## config.mk

```make
export PLATFORM = sky130hd
export DESIGN_NAME = eit_timer
export DESIGN_NICKNAME = d
export VERILOG_FILES = /design/src/core/eit_pkg.sv /design/src/core/eit_truth_test.sv /design/src/core/eit_timer.sv
export SDC_FILE = /design/constraint.sdc
export NUM_CORES = 2
export LEC_CHECK = 0
export BUFFER_PORTS_ARGS = -buffer_cell sky130_fd_sc_hd__buf_2
export CORE_MARGIN = 3
export CORE_UTILIZATION = 45
export DETAILED_ROUTE_END_ITERATION = 10
export RECOVER_POWER = 100
export SLEW_MARGIN = 15
export SYNTH_ARGS = -nofsm -noshare
export SYNTH_HDL_FRONTEND = slang
export SYNTH_SLANG_ARGS = --single-unit
```

## constraint.sdc

```tcl
create_clock -name pclk -period 126.3 [get_ports pclk]
set_input_delay 18.945 -clock pclk [delete_from_list [all_inputs] [get_ports pclk]]
set_output_delay 18.945 -clock pclk [all_outputs]
set_load 0.03 [all_outputs]
```

## src/core/eit_pkg.sv

```systemverilog
// package for the event interval timer: register map, field layout, modes, timing
package eit_pkg;
	// ==========================================
	// register byte offsets
	localparam logic [7:0] CTRL_OFF = 8'h00;
	localparam logic [7:0] LO_THR_OFF = 8'h04;
	localparam logic [7:0] HI_THR_OFF = 8'h08;
	localparam logic [7:0] BMIN_OFF = 8'h0C;
	localparam logic [7:0] BMAX_OFF = 8'h10;
	localparam logic [7:0] RESULT_OFF = 8'h14;
	localparam logic [7:0] STATUS_OFF = 8'h18;
	localparam logic [7:0] COUNT_OFF = 8'h1C;
	// ==========================================
	// control field positions
	localparam int MEAS_LSB = 0;
	localparam int OMODE_LSB = 2;
	localparam int PTEST_LSB = 4;
	localparam int STEST_LSB = 7;
	localparam int ENSEL_LSB = 10;
	localparam int BOUND_BIT = 12;
	localparam int SWEN_BIT = 13;
	localparam int TAU_LSB = 16;
	localparam int UNIT_LSB = 20;
	localparam logic [31:0] CTRL_RST = 32'h0000_0000;
	localparam logic [31:0] BMAX_RST = 32'hFFFF_FFFF;
	// ==========================================
	// timing
	localparam int MIN_SAMPLES = 2;
	localparam int CLK_HZ = 10_000_000;
	localparam logic [31:0] TICKS_PER_MS = 32'(CLK_HZ / 1000);
	localparam logic [31:0] TICKS_PER_US = 32'(CLK_HZ / 1_000_000);
	localparam logic [31:0] RATE_HZ_NUM = 32'(CLK_HZ);
	localparam logic [31:0] RATE_BPM_NUM = 32'(CLK_HZ * 60 / 1000);
	// ==========================================
	// enumerations
	typedef enum logic [1:0] {MEAS_PERIOD, MEAS_RATE, MEAS_DURATION, MEAS_DELAY} eit_meas_t;
	typedef enum logic [1:0] {OUT_LATCH, OUT_SMOOTH, OUT_LIVE, OUT_RSVD} eit_omode_t;
	typedef enum logic [2:0] {
		TST_TRUE, TST_FALSE, TST_ABOVE, TST_BELOW, TST_BETWEEN, TST_OUTSIDE
	} eit_test_t;
	typedef enum logic [1:0] {EN_NONE, EN_INPUT, EN_SW} eit_ensel_t;
	typedef enum logic {ST_IDLE, ST_RUN} eit_state_t;
endpackage : eit_pkg

```

## src/core/eit_truth_test.sv

```systemverilog
// truth test applied to one signed sample
`timescale 1ns/1ps
module eit_truth_test #(
	parameter int W = 32
) (
	input wire logic signed [W-1:0] sample,
	input wire logic [2:0] test_sel,
	input wire logic signed [W-1:0] lower_threshold,
	input wire logic signed [W-1:0] upper_threshold,
	output logic pass
);
	// elaboration check: a signed test needs a sign bit and a value bit
	if (W < 2) begin : g_bad_width
		$error("eit_truth_test: width too small");
	end
	// comparison selected by test code
	always_comb begin
		case (eit_pkg::eit_test_t'(test_sel))
			eit_pkg::TST_TRUE: pass = (sample > 0);
			eit_pkg::TST_FALSE: pass = (sample <= 0);
			eit_pkg::TST_ABOVE: pass = (sample > lower_threshold);
			eit_pkg::TST_BELOW: pass = (sample < lower_threshold);
			eit_pkg::TST_BETWEEN: pass = (sample >= lower_threshold) && (sample <= upper_threshold);
			eit_pkg::TST_OUTSIDE: pass = (sample < lower_threshold) || (sample > upper_threshold);
			default: pass = 1'b0;
		endcase
	end
endmodule : eit_truth_test

```

## src/core/eit_timer.sv

```systemverilog
// event interval timer core with apb register file
`timescale 1ns/1ps
module eit_timer #(
	parameter int W = 32
) (
	input wire logic pclk,
	input wire logic presetn,
	input wire logic psel,
	input wire logic penable,
	input wire logic pwrite,
	input wire logic [7:0] paddr,
	input wire logic [31:0] pwdata,
	output logic [31:0] prdata,
	output logic pready,
	output logic pslverr,
	input wire logic signed [W-1:0] primary_in,
	input wire logic signed [W-1:0] secondary_in,
	input wire logic enable_in,
	output logic [31:0] result,
	output logic valid
);
	// elaboration check: the datapath is built for 32-bit samples
	if (W != 32) begin : g_bad_width
		$error("eit_timer: only 32-bit samples supported");
	end

	// ==========================================
	// state record
	typedef struct packed {
		logic [31:0] ctrl;
		logic [31:0] lo_thr;
		logic [31:0] hi_thr;
		logic [31:0] bmin;
		logic [31:0] bmax;
		logic [31:0] prdata;
		logic pready;
		logic pslverr;
		logic prim_prev;
		logic sec_prev;
		eit_pkg::eit_state_t state;
		logic [31:0] count;
		logic [31:0] last_meas;
		logic [31:0] result;
		logic valid;
		logic [31:0] meas_count;
	} eit_state_rec_t;

	eit_state_rec_t s_q, s_d;

	// ==========================================
	// control fields
	logic [1:0] meas_f, omode_f, ensel_f;
	logic [2:0] ptest_f, stest_f;
	logic bound_f, swen_f;
	logic [3:0] tau_f;
	logic [1:0] unit_f;
	assign meas_f = s_q.ctrl[eit_pkg::MEAS_LSB +: 2];
	assign omode_f = s_q.ctrl[eit_pkg::OMODE_LSB +: 2];
	assign ptest_f = s_q.ctrl[eit_pkg::PTEST_LSB +: 3];
	assign stest_f = s_q.ctrl[eit_pkg::STEST_LSB +: 3];
	assign ensel_f = s_q.ctrl[eit_pkg::ENSEL_LSB +: 2];
	assign bound_f = s_q.ctrl[eit_pkg::BOUND_BIT];
	assign swen_f = s_q.ctrl[eit_pkg::SWEN_BIT];
	assign tau_f = s_q.ctrl[eit_pkg::TAU_LSB +: 4];
	assign unit_f = s_q.ctrl[eit_pkg::UNIT_LSB +: 2];

	// ==========================================
	// truth tests on both inputs
	logic prim_pass, sec_pass;
	eit_truth_test #(.W(W)) u_prim (
		.sample(primary_in),
		.test_sel(ptest_f),
		.lower_threshold(s_q.lo_thr),
		.upper_threshold(s_q.hi_thr),
		.pass(prim_pass)
	);
	eit_truth_test #(.W(W)) u_sec (
		.sample(secondary_in),
		.test_sel(stest_f),
		.lower_threshold(s_q.lo_thr),
		.upper_threshold(s_q.hi_thr),
		.pass(sec_pass)
	);

	// ==========================================
	// unit conversion helpers
	function automatic logic [31:0] to_time(input logic [31:0] ticks, input logic [1:0] u);
		case (u)
			2'd0: to_time = ticks / eit_pkg::RATE_HZ_NUM;
			2'd1: to_time = ticks / eit_pkg::TICKS_PER_MS;
			2'd2: to_time = ticks / eit_pkg::TICKS_PER_US;
			default: to_time = ticks;
		endcase
	endfunction : to_time

	function automatic logic [31:0] to_rate(input logic [31:0] ticks, input logic [1:0] u);
		logic [31:0] t;
		t = (ticks == 32'h0000_0000) ? 32'h0000_0001 : ticks;
		case (u)
			2'd0: to_rate = eit_pkg::RATE_HZ_NUM / t;
			2'd1: to_rate = eit_pkg::TICKS_PER_MS / t;
			default: to_rate = eit_pkg::RATE_BPM_NUM * 32'd1000 / t;
		endcase
	endfunction : to_rate

	// ==========================================
	// combinational decode
	logic run, prim_on, prim_off, sec_on, meas_ok, take;
	logic [31:0] elapsed, conv, clamped, output_mode_a, live_val, elapsed_unit;
	logic signed [33:0] diff;
	eit_pkg::eit_meas_t mode;

	always_comb begin
		mode = eit_pkg::eit_meas_t'(meas_f);
		case (eit_pkg::eit_ensel_t'(ensel_f))
			eit_pkg::EN_NONE: run = 1'b1;
			eit_pkg::EN_INPUT: run = enable_in;
			eit_pkg::EN_SW: run = swen_f;
			default: run = 1'b1;
		endcase
		prim_on = run && prim_pass && !s_q.prim_prev;
		prim_off = run && !prim_pass && s_q.prim_prev;
		sec_on = run && (mode == eit_pkg::MEAS_DELAY) && sec_pass && !s_q.sec_prev;
		elapsed = s_q.count + 32'd1;
		elapsed_unit = to_time(elapsed, unit_f);
		conv = (mode == eit_pkg::MEAS_RATE) ? to_rate(elapsed, unit_f) : elapsed_unit;
		clamped = conv;
		if (bound_f && conv < s_q.bmin) begin
			clamped = s_q.bmin;
		end else if (bound_f && conv > s_q.bmax) begin
			clamped = s_q.bmax;
		end
		// measurement completion by mode
		take = 1'b0;
		meas_ok = 1'b1;
		if (elapsed < 32'(eit_pkg::MIN_SAMPLES)) begin
			meas_ok = 1'b0;
		end
		case (mode)
			eit_pkg::MEAS_PERIOD: take = (s_q.state == eit_pkg::ST_RUN) && prim_on;
			eit_pkg::MEAS_RATE: take = (s_q.state == eit_pkg::ST_RUN) && prim_on;
			eit_pkg::MEAS_DURATION: begin
				take = (s_q.state == eit_pkg::ST_RUN) && prim_off;
				if (bound_f && (conv < s_q.bmin || conv > s_q.bmax)) begin
					meas_ok = 1'b0;
				end
			end
			default: begin
				take = (s_q.state == eit_pkg::ST_RUN) && sec_on;
				if (bound_f && (conv < s_q.bmin || conv > s_q.bmax)) begin
					meas_ok = 1'b0;
				end
			end
		endcase
		take = take && meas_ok;
		diff = $signed({2'b00, clamped}) - $signed({2'b00, s_q.result});
		output_mode_a = 32'(s_q.result + 32'(diff >>> tau_f));
		// live ramp from zero or minimum
		live_val = elapsed_unit;
		// minimum floor only for period; duration and delay ramp from zero
		if (bound_f && mode == eit_pkg::MEAS_PERIOD && live_val < s_q.bmin) begin
			live_val = s_q.bmin;
		end
		if (bound_f && live_val > s_q.bmax) begin
			live_val = s_q.bmax;
		end
	end

	// ==========================================
	// next state
	always_comb begin
		s_d = s_q;
		s_d.valid = 1'b0;
		s_d.pready = 1'b0;
		s_d.pslverr = 1'b0;
		// apb: answer in the access cycle after setup
		if (psel && !penable) begin
			s_d.pready = 1'b1;
			s_d.prdata = 32'h0000_0000;
			if (paddr == eit_pkg::CTRL_OFF) begin
				s_d.prdata = s_q.ctrl;
			end else if (paddr == eit_pkg::LO_THR_OFF) begin
				s_d.prdata = s_q.lo_thr;
			end else if (paddr == eit_pkg::HI_THR_OFF) begin
				s_d.prdata = s_q.hi_thr;
			end else if (paddr == eit_pkg::BMIN_OFF) begin
				s_d.prdata = s_q.bmin;
			end else if (paddr == eit_pkg::BMAX_OFF) begin
				s_d.prdata = s_q.bmax;
			end else if (paddr == eit_pkg::RESULT_OFF) begin
				s_d.prdata = s_q.result;
			end else if (paddr == eit_pkg::STATUS_OFF) begin
				s_d.prdata = {29'h0, run, s_q.state == eit_pkg::ST_RUN, s_q.prim_prev};
			end else if (paddr == eit_pkg::COUNT_OFF) begin
				s_d.prdata = s_q.meas_count;
			end else begin
				s_d.pslverr = 1'b1;
			end
		end
		// write takes effect at the completing edge
		if (psel && penable && pwrite && s_q.pready) begin
			if (paddr == eit_pkg::CTRL_OFF) begin
				s_d.ctrl = pwdata;
			end else if (paddr == eit_pkg::LO_THR_OFF) begin
				s_d.lo_thr = pwdata;
			end else if (paddr == eit_pkg::HI_THR_OFF) begin
				s_d.hi_thr = pwdata;
			end else if (paddr == eit_pkg::BMIN_OFF) begin
				s_d.bmin = pwdata;
			end else if (paddr == eit_pkg::BMAX_OFF) begin
				s_d.bmax = pwdata;
			end
		end
		if (!run) begin
			s_d.state = eit_pkg::ST_IDLE;
			s_d.count = 32'h0000_0000;
			s_d.prim_prev = 1'b1;
			s_d.sec_prev = 1'b1;
		end else begin
			s_d.prim_prev = prim_pass;
			s_d.sec_prev = sec_pass;
			if (s_q.state == eit_pkg::ST_RUN) begin
				s_d.count = elapsed;
			end
			if (take) begin
				s_d.valid = 1'b1;
				s_d.last_meas = clamped;
				s_d.meas_count = s_q.meas_count + 32'd1;
				s_d.result = clamped;
				if (omode_f == eit_pkg::OUT_SMOOTH) begin
					s_d.result = output_mode_a;
				end
			end
			if (omode_f == eit_pkg::OUT_LIVE && s_q.state == eit_pkg::ST_RUN) begin
				case (mode)
					eit_pkg::MEAS_RATE: begin
						if (!take && to_rate(elapsed, unit_f) < s_q.result) begin
							s_d.result = (bound_f && conv < s_q.bmin) ? s_q.bmin : conv;
						end
					end
					eit_pkg::MEAS_DURATION: begin
						if (!prim_off) begin
							s_d.result = live_val;
						end
					end
					eit_pkg::MEAS_DELAY: begin
						if (!take) begin
							s_d.result = live_val;
						end
					end
					default: begin
						if (!take) begin
							s_d.result = live_val;
						end
					end
				endcase
			end
			// start or restart of an interval
			if (mode == eit_pkg::MEAS_DURATION) begin
				if (prim_on) begin
					s_d.state = eit_pkg::ST_RUN;
					s_d.count = 32'h0000_0000;
				end else if (prim_off || (s_q.state == eit_pkg::ST_RUN
					&& bound_f && conv > s_q.bmax)) begin
					s_d.state = eit_pkg::ST_IDLE;
				end
			end else if (mode == eit_pkg::MEAS_DELAY) begin
				if (prim_on && !(bound_f && s_q.state == eit_pkg::ST_RUN && conv < s_q.bmin)) begin
					s_d.state = eit_pkg::ST_RUN;
					s_d.count = 32'h0000_0000;
				end else if (take) begin
					s_d.state = eit_pkg::ST_IDLE;
				end
			end else if (prim_on) begin
				s_d.state = eit_pkg::ST_RUN;
				s_d.count = 32'h0000_0000;
			end
			// live reset value at the onset
			if (omode_f == eit_pkg::OUT_LIVE && prim_on && mode != eit_pkg::MEAS_RATE
				&& !take) begin
				s_d.result = bound_f && (mode == eit_pkg::MEAS_PERIOD) ? s_q.bmin : 32'h0000_0000;
			end
		end
	end

	// ==========================================
	// state register
	always_ff @(posedge pclk or negedge presetn) begin
		if (!presetn) begin
			s_q <= '0;
			s_q.ctrl <= eit_pkg::CTRL_RST;
			s_q.bmax <= eit_pkg::BMAX_RST;
			s_q.prim_prev <= 1'b1;
			s_q.sec_prev <= 1'b1;
			s_q.state <= eit_pkg::ST_IDLE;
		end else begin
			s_q <= s_d;
		end
	end

	// outputs straight from flops
	assign prdata = s_q.prdata;
	assign pready = s_q.pready;
	assign pslverr = s_q.pslverr;
	assign result = s_q.result;
	assign valid = s_q.valid;
endmodule : eit_timer

```

## After elaboration in Yosys (flattened, before gate mapping)

Cells that the tools add are included.

- Register bits: 294
- Bits in latches: 0
- RAM bits: 0
- Memory bits (read-only): 0
- Output and inout port bits: 67
- Logic and storage cells: 193
- Memories kept: 0

- Add/subtract/negate cells: 4
- Multiply operators: 0
- Div/mod/pow operators: 6
- Order comparisons: 20
- Eq/ne operators: 30
- Shift-type cells: 1
- Muxes and demuxes: 57
- Bitwise operators: 4
- Reductions and logical operators: 56

Operators by type and width:

| kind | count |
|---|---|
| 2-to-1 mux 32 bit | 28 |
| greater-than comparator 32 bit | 6 |
| < comparator 32 bit | 5 |
| 2-to-1 mux 33 bit | 4 |
| case mux 32 bit (2 select lines) | 2 |
| case mux 32 bit (3 select lines) | 1 |
| 2-to-1 mux 65 bit | 1 |
| adder 32 x 1 -> 32 bit, second input constant | 2 |
| >= comparator 32 bit | 2 |
| greater-than comparator 32 x 1 -> 1 bit, second input constant | 2 |
| less-or-equal comparator 32 x 1 -> 1 bit, second input constant | 2 |
| less-or-equal comparator 32 bit | 2 |
| 2-to-1 mux 35 bit | 1 |
| >>> shifter 33 x 4 -> 32 bit | 1 |
| subtractor 32 x 32 -> 33 bit | 1 |
| adder 32 bit | 1 |
| divider 14 x 32 -> 32 bit, first input constant | 1 |
| divider 24 x 32 -> 32 bit, first input constant | 1 |
| divider 30 x 32 -> 32 bit, first input constant | 1 |
| divider 32 x 14 -> 32 bit, second input constant | 1 |
| divider 32 x 24 -> 32 bit, second input constant | 1 |
| divider 32 x 4 -> 32 bit, second input constant | 1 |
| == test 8 x 5 -> 1 bit, second input constant | 4 |
| logical AND 1 bit | 32 |
| 29 further kinds | 75 |

## Longest topological paths before layout

- Depth in word-level cells: 19
- Mapped depth: 755
- Gate-level depth less buffers: 723

## By module

From an unflattened synthesis, not the netlist that was laid out.

- Cells, all modules: 11,063
- Area total of the unflattened synthesis: 80,444.7 µm²

Modules (own cells, without submodules):

| module | instances | cells an instance | area an instance (µm²) | seq. area each (µm²) |
|---|---|---|---|---|
| eit_timer | 1 | 10,569 | 76,821.2 | 7,399.6 |
| eit_truth_test | 2 | 247 | 1,811.7 | 0.0 |

## Worst setup path after synthesis

No wires, ideal clock.

- Kind: reg2reg
- Start point: reg s_q[97] in the netlist's numbering
- End point: reg s_q (netlist bit result[30])
- Library setup time: 143 ps
- Arrival time: 132,093 ps
- Data required time: 126,157 ps
- Slack: -5,936 ps
- Stages on the path, launching flop included: 733
- Period minus slack after synthesis: 132,236 ps
- Cells stage by stage: dfrtp_1 -> clkbuf_1 -> nand4_2 -> or3_1 -> buf_4 -> or4_1 -> nor2_1 -> xor2_1 -> clkbuf_1 -> nor2_1 -> nand4_1 -> nor3_1 -> nand2_1 -> nor2_1 -> nand2_1 -> nor3_1 -> and3_1 -> nand2_1 -> [697 not listed] -> a21o_1 -> a21o_1 -> a21o_1 -> a21o_1 -> a21o_1 -> a21o_1 -> a21o_1 -> a21o_1 -> a21o_1 -> a21o_1 -> a21o_1 -> a21oi_1 -> xor2_1 -> nand2_1 -> o21ai_1 -> nor2_1 -> a2111oi_0 -> a221oi_1

- Longest elaborated chain between the ends: 19
- Elaborated cells between the ends (all ways): 50
- Classes of those cells: 3 x add/sub; 6 x div; 6 x order compare; 1 x shift; 23 x mux; 11 x reduce/logical

Ends and longest elaborated chain:

| item | line | source |
|---|---|---|
| from (decl) | eit_timer.sv:48 | `eit_state_rec_t s_q, s_d;` |
| adder 32 x 1 -> 32 bit (*) | eit_timer.sv:124 | `elapsed = s_q.count + 32'd1;` |
| logical NOT 32 bit | eit_timer.sv:98 | `t = (ticks == 32'h0000_0000) ? 32'h0000_0001 : ticks;` |
| 2-to-1 mux 32 bit | eit_timer.sv:98 |  |
| divider 30 x 32 -> 32 bit (tied with other cells) | eit_timer.sv:102 | `default: to_rate = eit_pkg::RATE_BPM_NUM * 32'd1000 / t;` |
| case mux 32 bit (2 select lines) | eit_timer.sv:99 | `case (u)` |
| 2-to-1 mux 32 bit | eit_timer.sv:126 | `conv = (mode == eit_pkg::MEAS_RATE) ? to_rate(elapsed, unit_f) : elapsed_unit;` |
| greater-than comparator 32 bit | eit_timer.sv:130, eit_timer.sv:144, eit_timer.sv:150 |  |
| logical AND 1 bit | eit_timer.sv:130 | `end else if (bound_f && conv > s_q.bmax) begin` |
| [3 not listed] | n/a |  |
| >>> shifter 33 x 4 -> 32 bit | eit_timer.sv:157 | `output_mode_a = 32'(s_q.result + 32'(diff >>> tau_f));` |
| adder 32 bit | eit_timer.sv:157 |  |
| 2-to-1 mux 32 bit | eit_timer.sv:230 | `if (omode_f == eit_pkg::OUT_SMOOTH) begin` |
| 2-to-1 mux 65 bit | eit_timer.sv:225 | `if (take) begin` |
| 2-to-1 mux 32 bit (on tied branches) | n/a |  |
| case mux 32 bit (2 select lines) | eit_timer.sv:235 | `case (mode)` |
| 2-to-1 mux 32 bit | eit_timer.sv:234 | `if (omode_f == eit_pkg::OUT_LIVE && s_q.state == eit_pkg::ST_RUN) begin` |
| 2-to-1 mux 32 bit (*) | eit_timer.sv:279 | `if (omode_f == eit_pkg::OUT_LIVE && prim_on && mode != eit_pkg::MEAS_RATE` |

Mark *: on every way between the ends. The rest lies on a longest branch, timed or not. The select of a mux whose other input is x is not followed.
A chain may end at the register's enable or synchronous reset.

==> flow_metrics.py <==
metrics = {
    "yosys": {
        "yosys.cell_count.top_type": "sky130_fd_sc_hd__ha_1",
        "synth_flop_cell": "sky130_fd_sc_hd__dfrtp_1",
        "yosys.area.top_type_share_pct": 18.2,
        "ys_seq_elements": 294,
        "async_flop_share_pct": 100,
        "synth_largest_area_cell": "sky130_fd_sc_hd__ha_1",
        "summed_instance_area_of_the_synthesized_netlist_sq_um": 79700,
        "synth_enable_flop_cells": 0,
        "post_synth_main_area_contributors": "sky130_fd_sc_hd__ha_1 (18%), sky130_fd_sc_hd__dfrtp_1 (8.2%), sky130_fd_sc_hd__nor2_1 (4.9%), sky130_fd_sc_hd__a21oi_1 (4.8%), sky130_fd_sc_hd__o21a_1 (4.8%)",
        "post_synthesis_cells": 10800,
        "synth.avg_cell_area_sq_um": 7.37,
        "synth-warning-count": 0,
        "post_synth_most_frequent_cells": "sky130_fd_sc_hd__ha_1 (1,162), sky130_fd_sc_hd__nor2_1 (1,045), sky130_fd_sc_hd__nand2_1 (947), sky130_fd_sc_hd__a21oi_1 (763), sky130_fd_sc_hd__o21ai_0 (577)",
        "ys_seq_area_share_pct": 9.29,
        "synth.lib_cells_used.distinct": 167,
    },
    "floorplanning": {
        "std_cell_rows": 153,
        "die-width_microns": 427,
        "num_io_pins": 177,
        "die_h_microns": 427,
        "fp.dieArea_sq_um": 182000,
        "core_sq_um": 175000,
        "start_util_pct": 45.5,
    },
    "sta": {
        "layout_min_cycle_time_ns": 124.06,
        "final-setup-viol-count": 0,
        "layout_worst_path_cycle_share_pct": 98.2,
        "clock_skew_ns": 0.0348,
        "fmax_mhz": 8.06,
        "worst_pin_slew_ns": 5.65,
        "worst_slew_margin_rel_pct": -276,
        "rsz0062_at_grt": "true",
        "finalHoldViolCount": 0,
        "report.final.slew_viol_count": 716,
        "hold_ws_ns": 0.482,
    },
    "clocking": {
        "cts.clk_slew.worst_paths_ns": 0.06,
        "h_tree_level_count": 2,
        "number_of_clock_sinks_seen_by_cts": 294,
        "clock_tree_from_tritoncts": "built",
        "numCtsBuffers": 39,
        "clk_latency_ns": 0.60,
        "largest_buffer_count_on_any_clock_path": 3,
        "clk_root_buffer_cell": "sky130_fd_sc_hd__clkbuf_16",
    },
    "drt": {
        "ant_nets": 0,
        "drt_iter0_markers": 7727,
        "routed_wl_microns": 338000,
        "via_count_of_the_routed_design": 87400,
        "routed_wire_length_per_instance_microns": 24.8,
        "dr.pass1.iters": 9,
        "drc_viols": 0,
        "detail_route.vias_per_cell": 6.42,
    },
    "layout": {
        "fin_cells": 13600,
        "nets_final": 12500,
        "post_route_cells_drive_above_1_share_pct": 14.9,
        "syn_to_final_growth_pct": 11.9,
        "design_area_sq_um": 89200,
        "fin_util_pct": 51.0,
    },
    "grt": {
        "grt_first_pass_wirelength_microns": 496000,
        "overflow": 0,
        "grt.met1_usage_pct": 45.8,
        "grt_use_met3_pct": 5.36,
        "grtUsageTotal_pct": 34.8,
        "largest_net_degree_at_the_start_of_global_routing": 112,
        "first_global_vias": 80900,
        "grtUsageMet2_pct": 55.6,
        "initial_antenna_violation_count": 33,
        "top_usage_layer": "met2",
    },
    "placed_design": {
        "portBuffers": 176,
        "gpl.final_weighted_congestion": 1.01,
        "detailed_place_hpwl_microns": 266000,
        "place_area_sq_um": 83900,
        "numPlacedInstances": 13200,
    },
    "worst_setup_path": {
        "critical_path.cell_chain": "clkbuf_1 -> clkbuf_1 -> clkbuf_1",
        "critPathCaptureType": "asynchronous set/reset pin",
        "critical_path_buf_inv_count": 3,
        "cpMostUsedCell": "sky130_fd_sc_hd__clkbuf_1",
        "worst-path-max-fanout": 97,
        "cp_required_ns": 125.74,
        "timing.critical_path.max_delay_family": "buffers and inverters",
        "worst_path_largest_cell_delay_ns": 3.87,
        "worst_setup_path_endpoint": "s_q[104]",
        "critical_path_depth": 3,
        "critical_path_class": "input pin to asynchronous set/reset pin",
        "crit_path_start": "presetn",
        "slowest_stage": "sky130_fd_sc_hd__clkbuf_1",
        "crit_path_start_kind": "input pin",
        "cp_data_arrival_time_ns": 28.70,
    },
    "status": {
        "violations_in_the_final_reports": "capacitance limit, slew limit",
        "status": "complete, but fails checks",
    },
    "worst_hold_path": {
        "timing.hold.worst.class": "flop to flop",
    },
    "job": {
        "max_cap_viol_count": 14,
    },
}
## final timing paths
path                            start         end  slack, ns  cells past startpoint
min in group asynchronous     presetn  prdata[10]      20.41                      1
min                        prdata[30]  prdata[30]       0.48                      2
max reg2reg                   s_q[98]  result[31]       2.24                    721
min reg2reg                prdata[30]  prdata[30]       0.48                      2
## through the flow
stage / setup slack (ns) / TNS [ns]
5_1_grt: -4.23 / -54.03
4_1_cts: 0.0276 / 0
2_1_floorplan: 0.0215 / 0
6_report: 2.24 / 0
3_5_place_dp: -1.84 / -12.35
3_3_place_gp: 0.328 / 0
## cells by family after synthesis
kind of cell,share of synthesized area (%)
AOI/OAI and AO/OA,29.1
xor gates and xnor gates,6.13
adders and majority gates,18.4
buffers and inverters,5.71
DFF,9.29
muxes,7.49
other,0.00943
and+or+nand+nor,23.9
## placed cells by master (no fill, tap or decap), types with 36 or more instances in the layout
master                      instances
sky130_fd_sc_hd__ha_1            1135
sky130_fd_sc_hd__nand3_1          204
sky130_fd_sc_hd__inv_1            434
sky130_fd_sc_hd__and2_1            86
sky130_fd_sc_hd__clkbuf_16         47
sky130_fd_sc_hd__xnor2_1          311
sky130_fd_sc_hd__nor3_1           567
sky130_fd_sc_hd__xor2_1           228
sky130_fd_sc_hd__o21bai_1          38
sky130_fd_sc_hd__o31ai_1          220
sky130_fd_sc_hd__or2_2             66
sky130_fd_sc_hd__mux2i_1          252
sky130_fd_sc_hd__a21o_1           272
sky130_fd_sc_hd__o21a_1           505
sky130_fd_sc_hd__nor2_1          1012
sky130_fd_sc_hd__o211ai_1          96
sky130_fd_sc_hd__a211o_1           36
sky130_fd_sc_hd__clkbuf_1          88
sky130_fd_sc_hd__nor2b_1          146
sky130_fd_sc_hd__or3_1             78
sky130_fd_sc_hd__o21ai_0          506
sky130_fd_sc_hd__buf_4            633
sky130_fd_sc_hd__a31oi_1           88
sky130_fd_sc_hd__nand2_1          937
sky130_fd_sc_hd__nor4_1            96
sky130_fd_sc_hd__and3_1            84
sky130_fd_sc_hd__a221oi_1          60
sky130_fd_sc_hd__a21oi_1          713
sky130_fd_sc_hd__a211oi_1         105
sky130_fd_sc_hd__a21oi_2           48
sky130_fd_sc_hd__mux2_2           211
sky130_fd_sc_hd__nand2b_1         147
sky130_fd_sc_hd__o22ai_1           46
sky130_fd_sc_hd__buf_2            108
sky130_fd_sc_hd__dfrtp_1          256
sky130_fd_sc_hd__nand4_1          184
sky130_fd_sc_hd__o21ai_1           96
sky130_fd_sc_hd__o21ai_2           42
## flip-flops by register name, summed over array words and instances, names as in the netlist
signal,cells
s_q,217
prdata,32
result,32
ptest_f,3
ensel_f,2
meas_f,2
omode_f,2
bound_f,1
pready,1
pslverr,1
valid,1
## cell type report
class	instances	area, sq um
clock buffers	48	1030
multi-input cells	9579	69400
repair buffers	859	6230
diodes	20	50.0
clock inverters	22	328
flip-flops and latches	294	7400
fillers	17600	85800
well taps	2325	2910
inverters	472	1780
## what timing repair did
item / in CTS / in global routing
hold endpoints to repair: 0 / 0
hold buffers: 0 / 0
pin swaps: 8 / 292
buffers inserted: 7 / 283
endpoints found under the setup margin: 14 / 66
resized for setup: 34 / 356
cloned: 2 / 11
## metal layers
metal	up-vias	wire length (microns)
li1	41300	-
met1	41700	145000
met4	16	18800
met3	764	25300
met2	3587	148000
met5	-	103
Power is left out: the tool's default activity adds up to more than one toggle a clock period on the data nets, which glitch-free logic cannot reach.
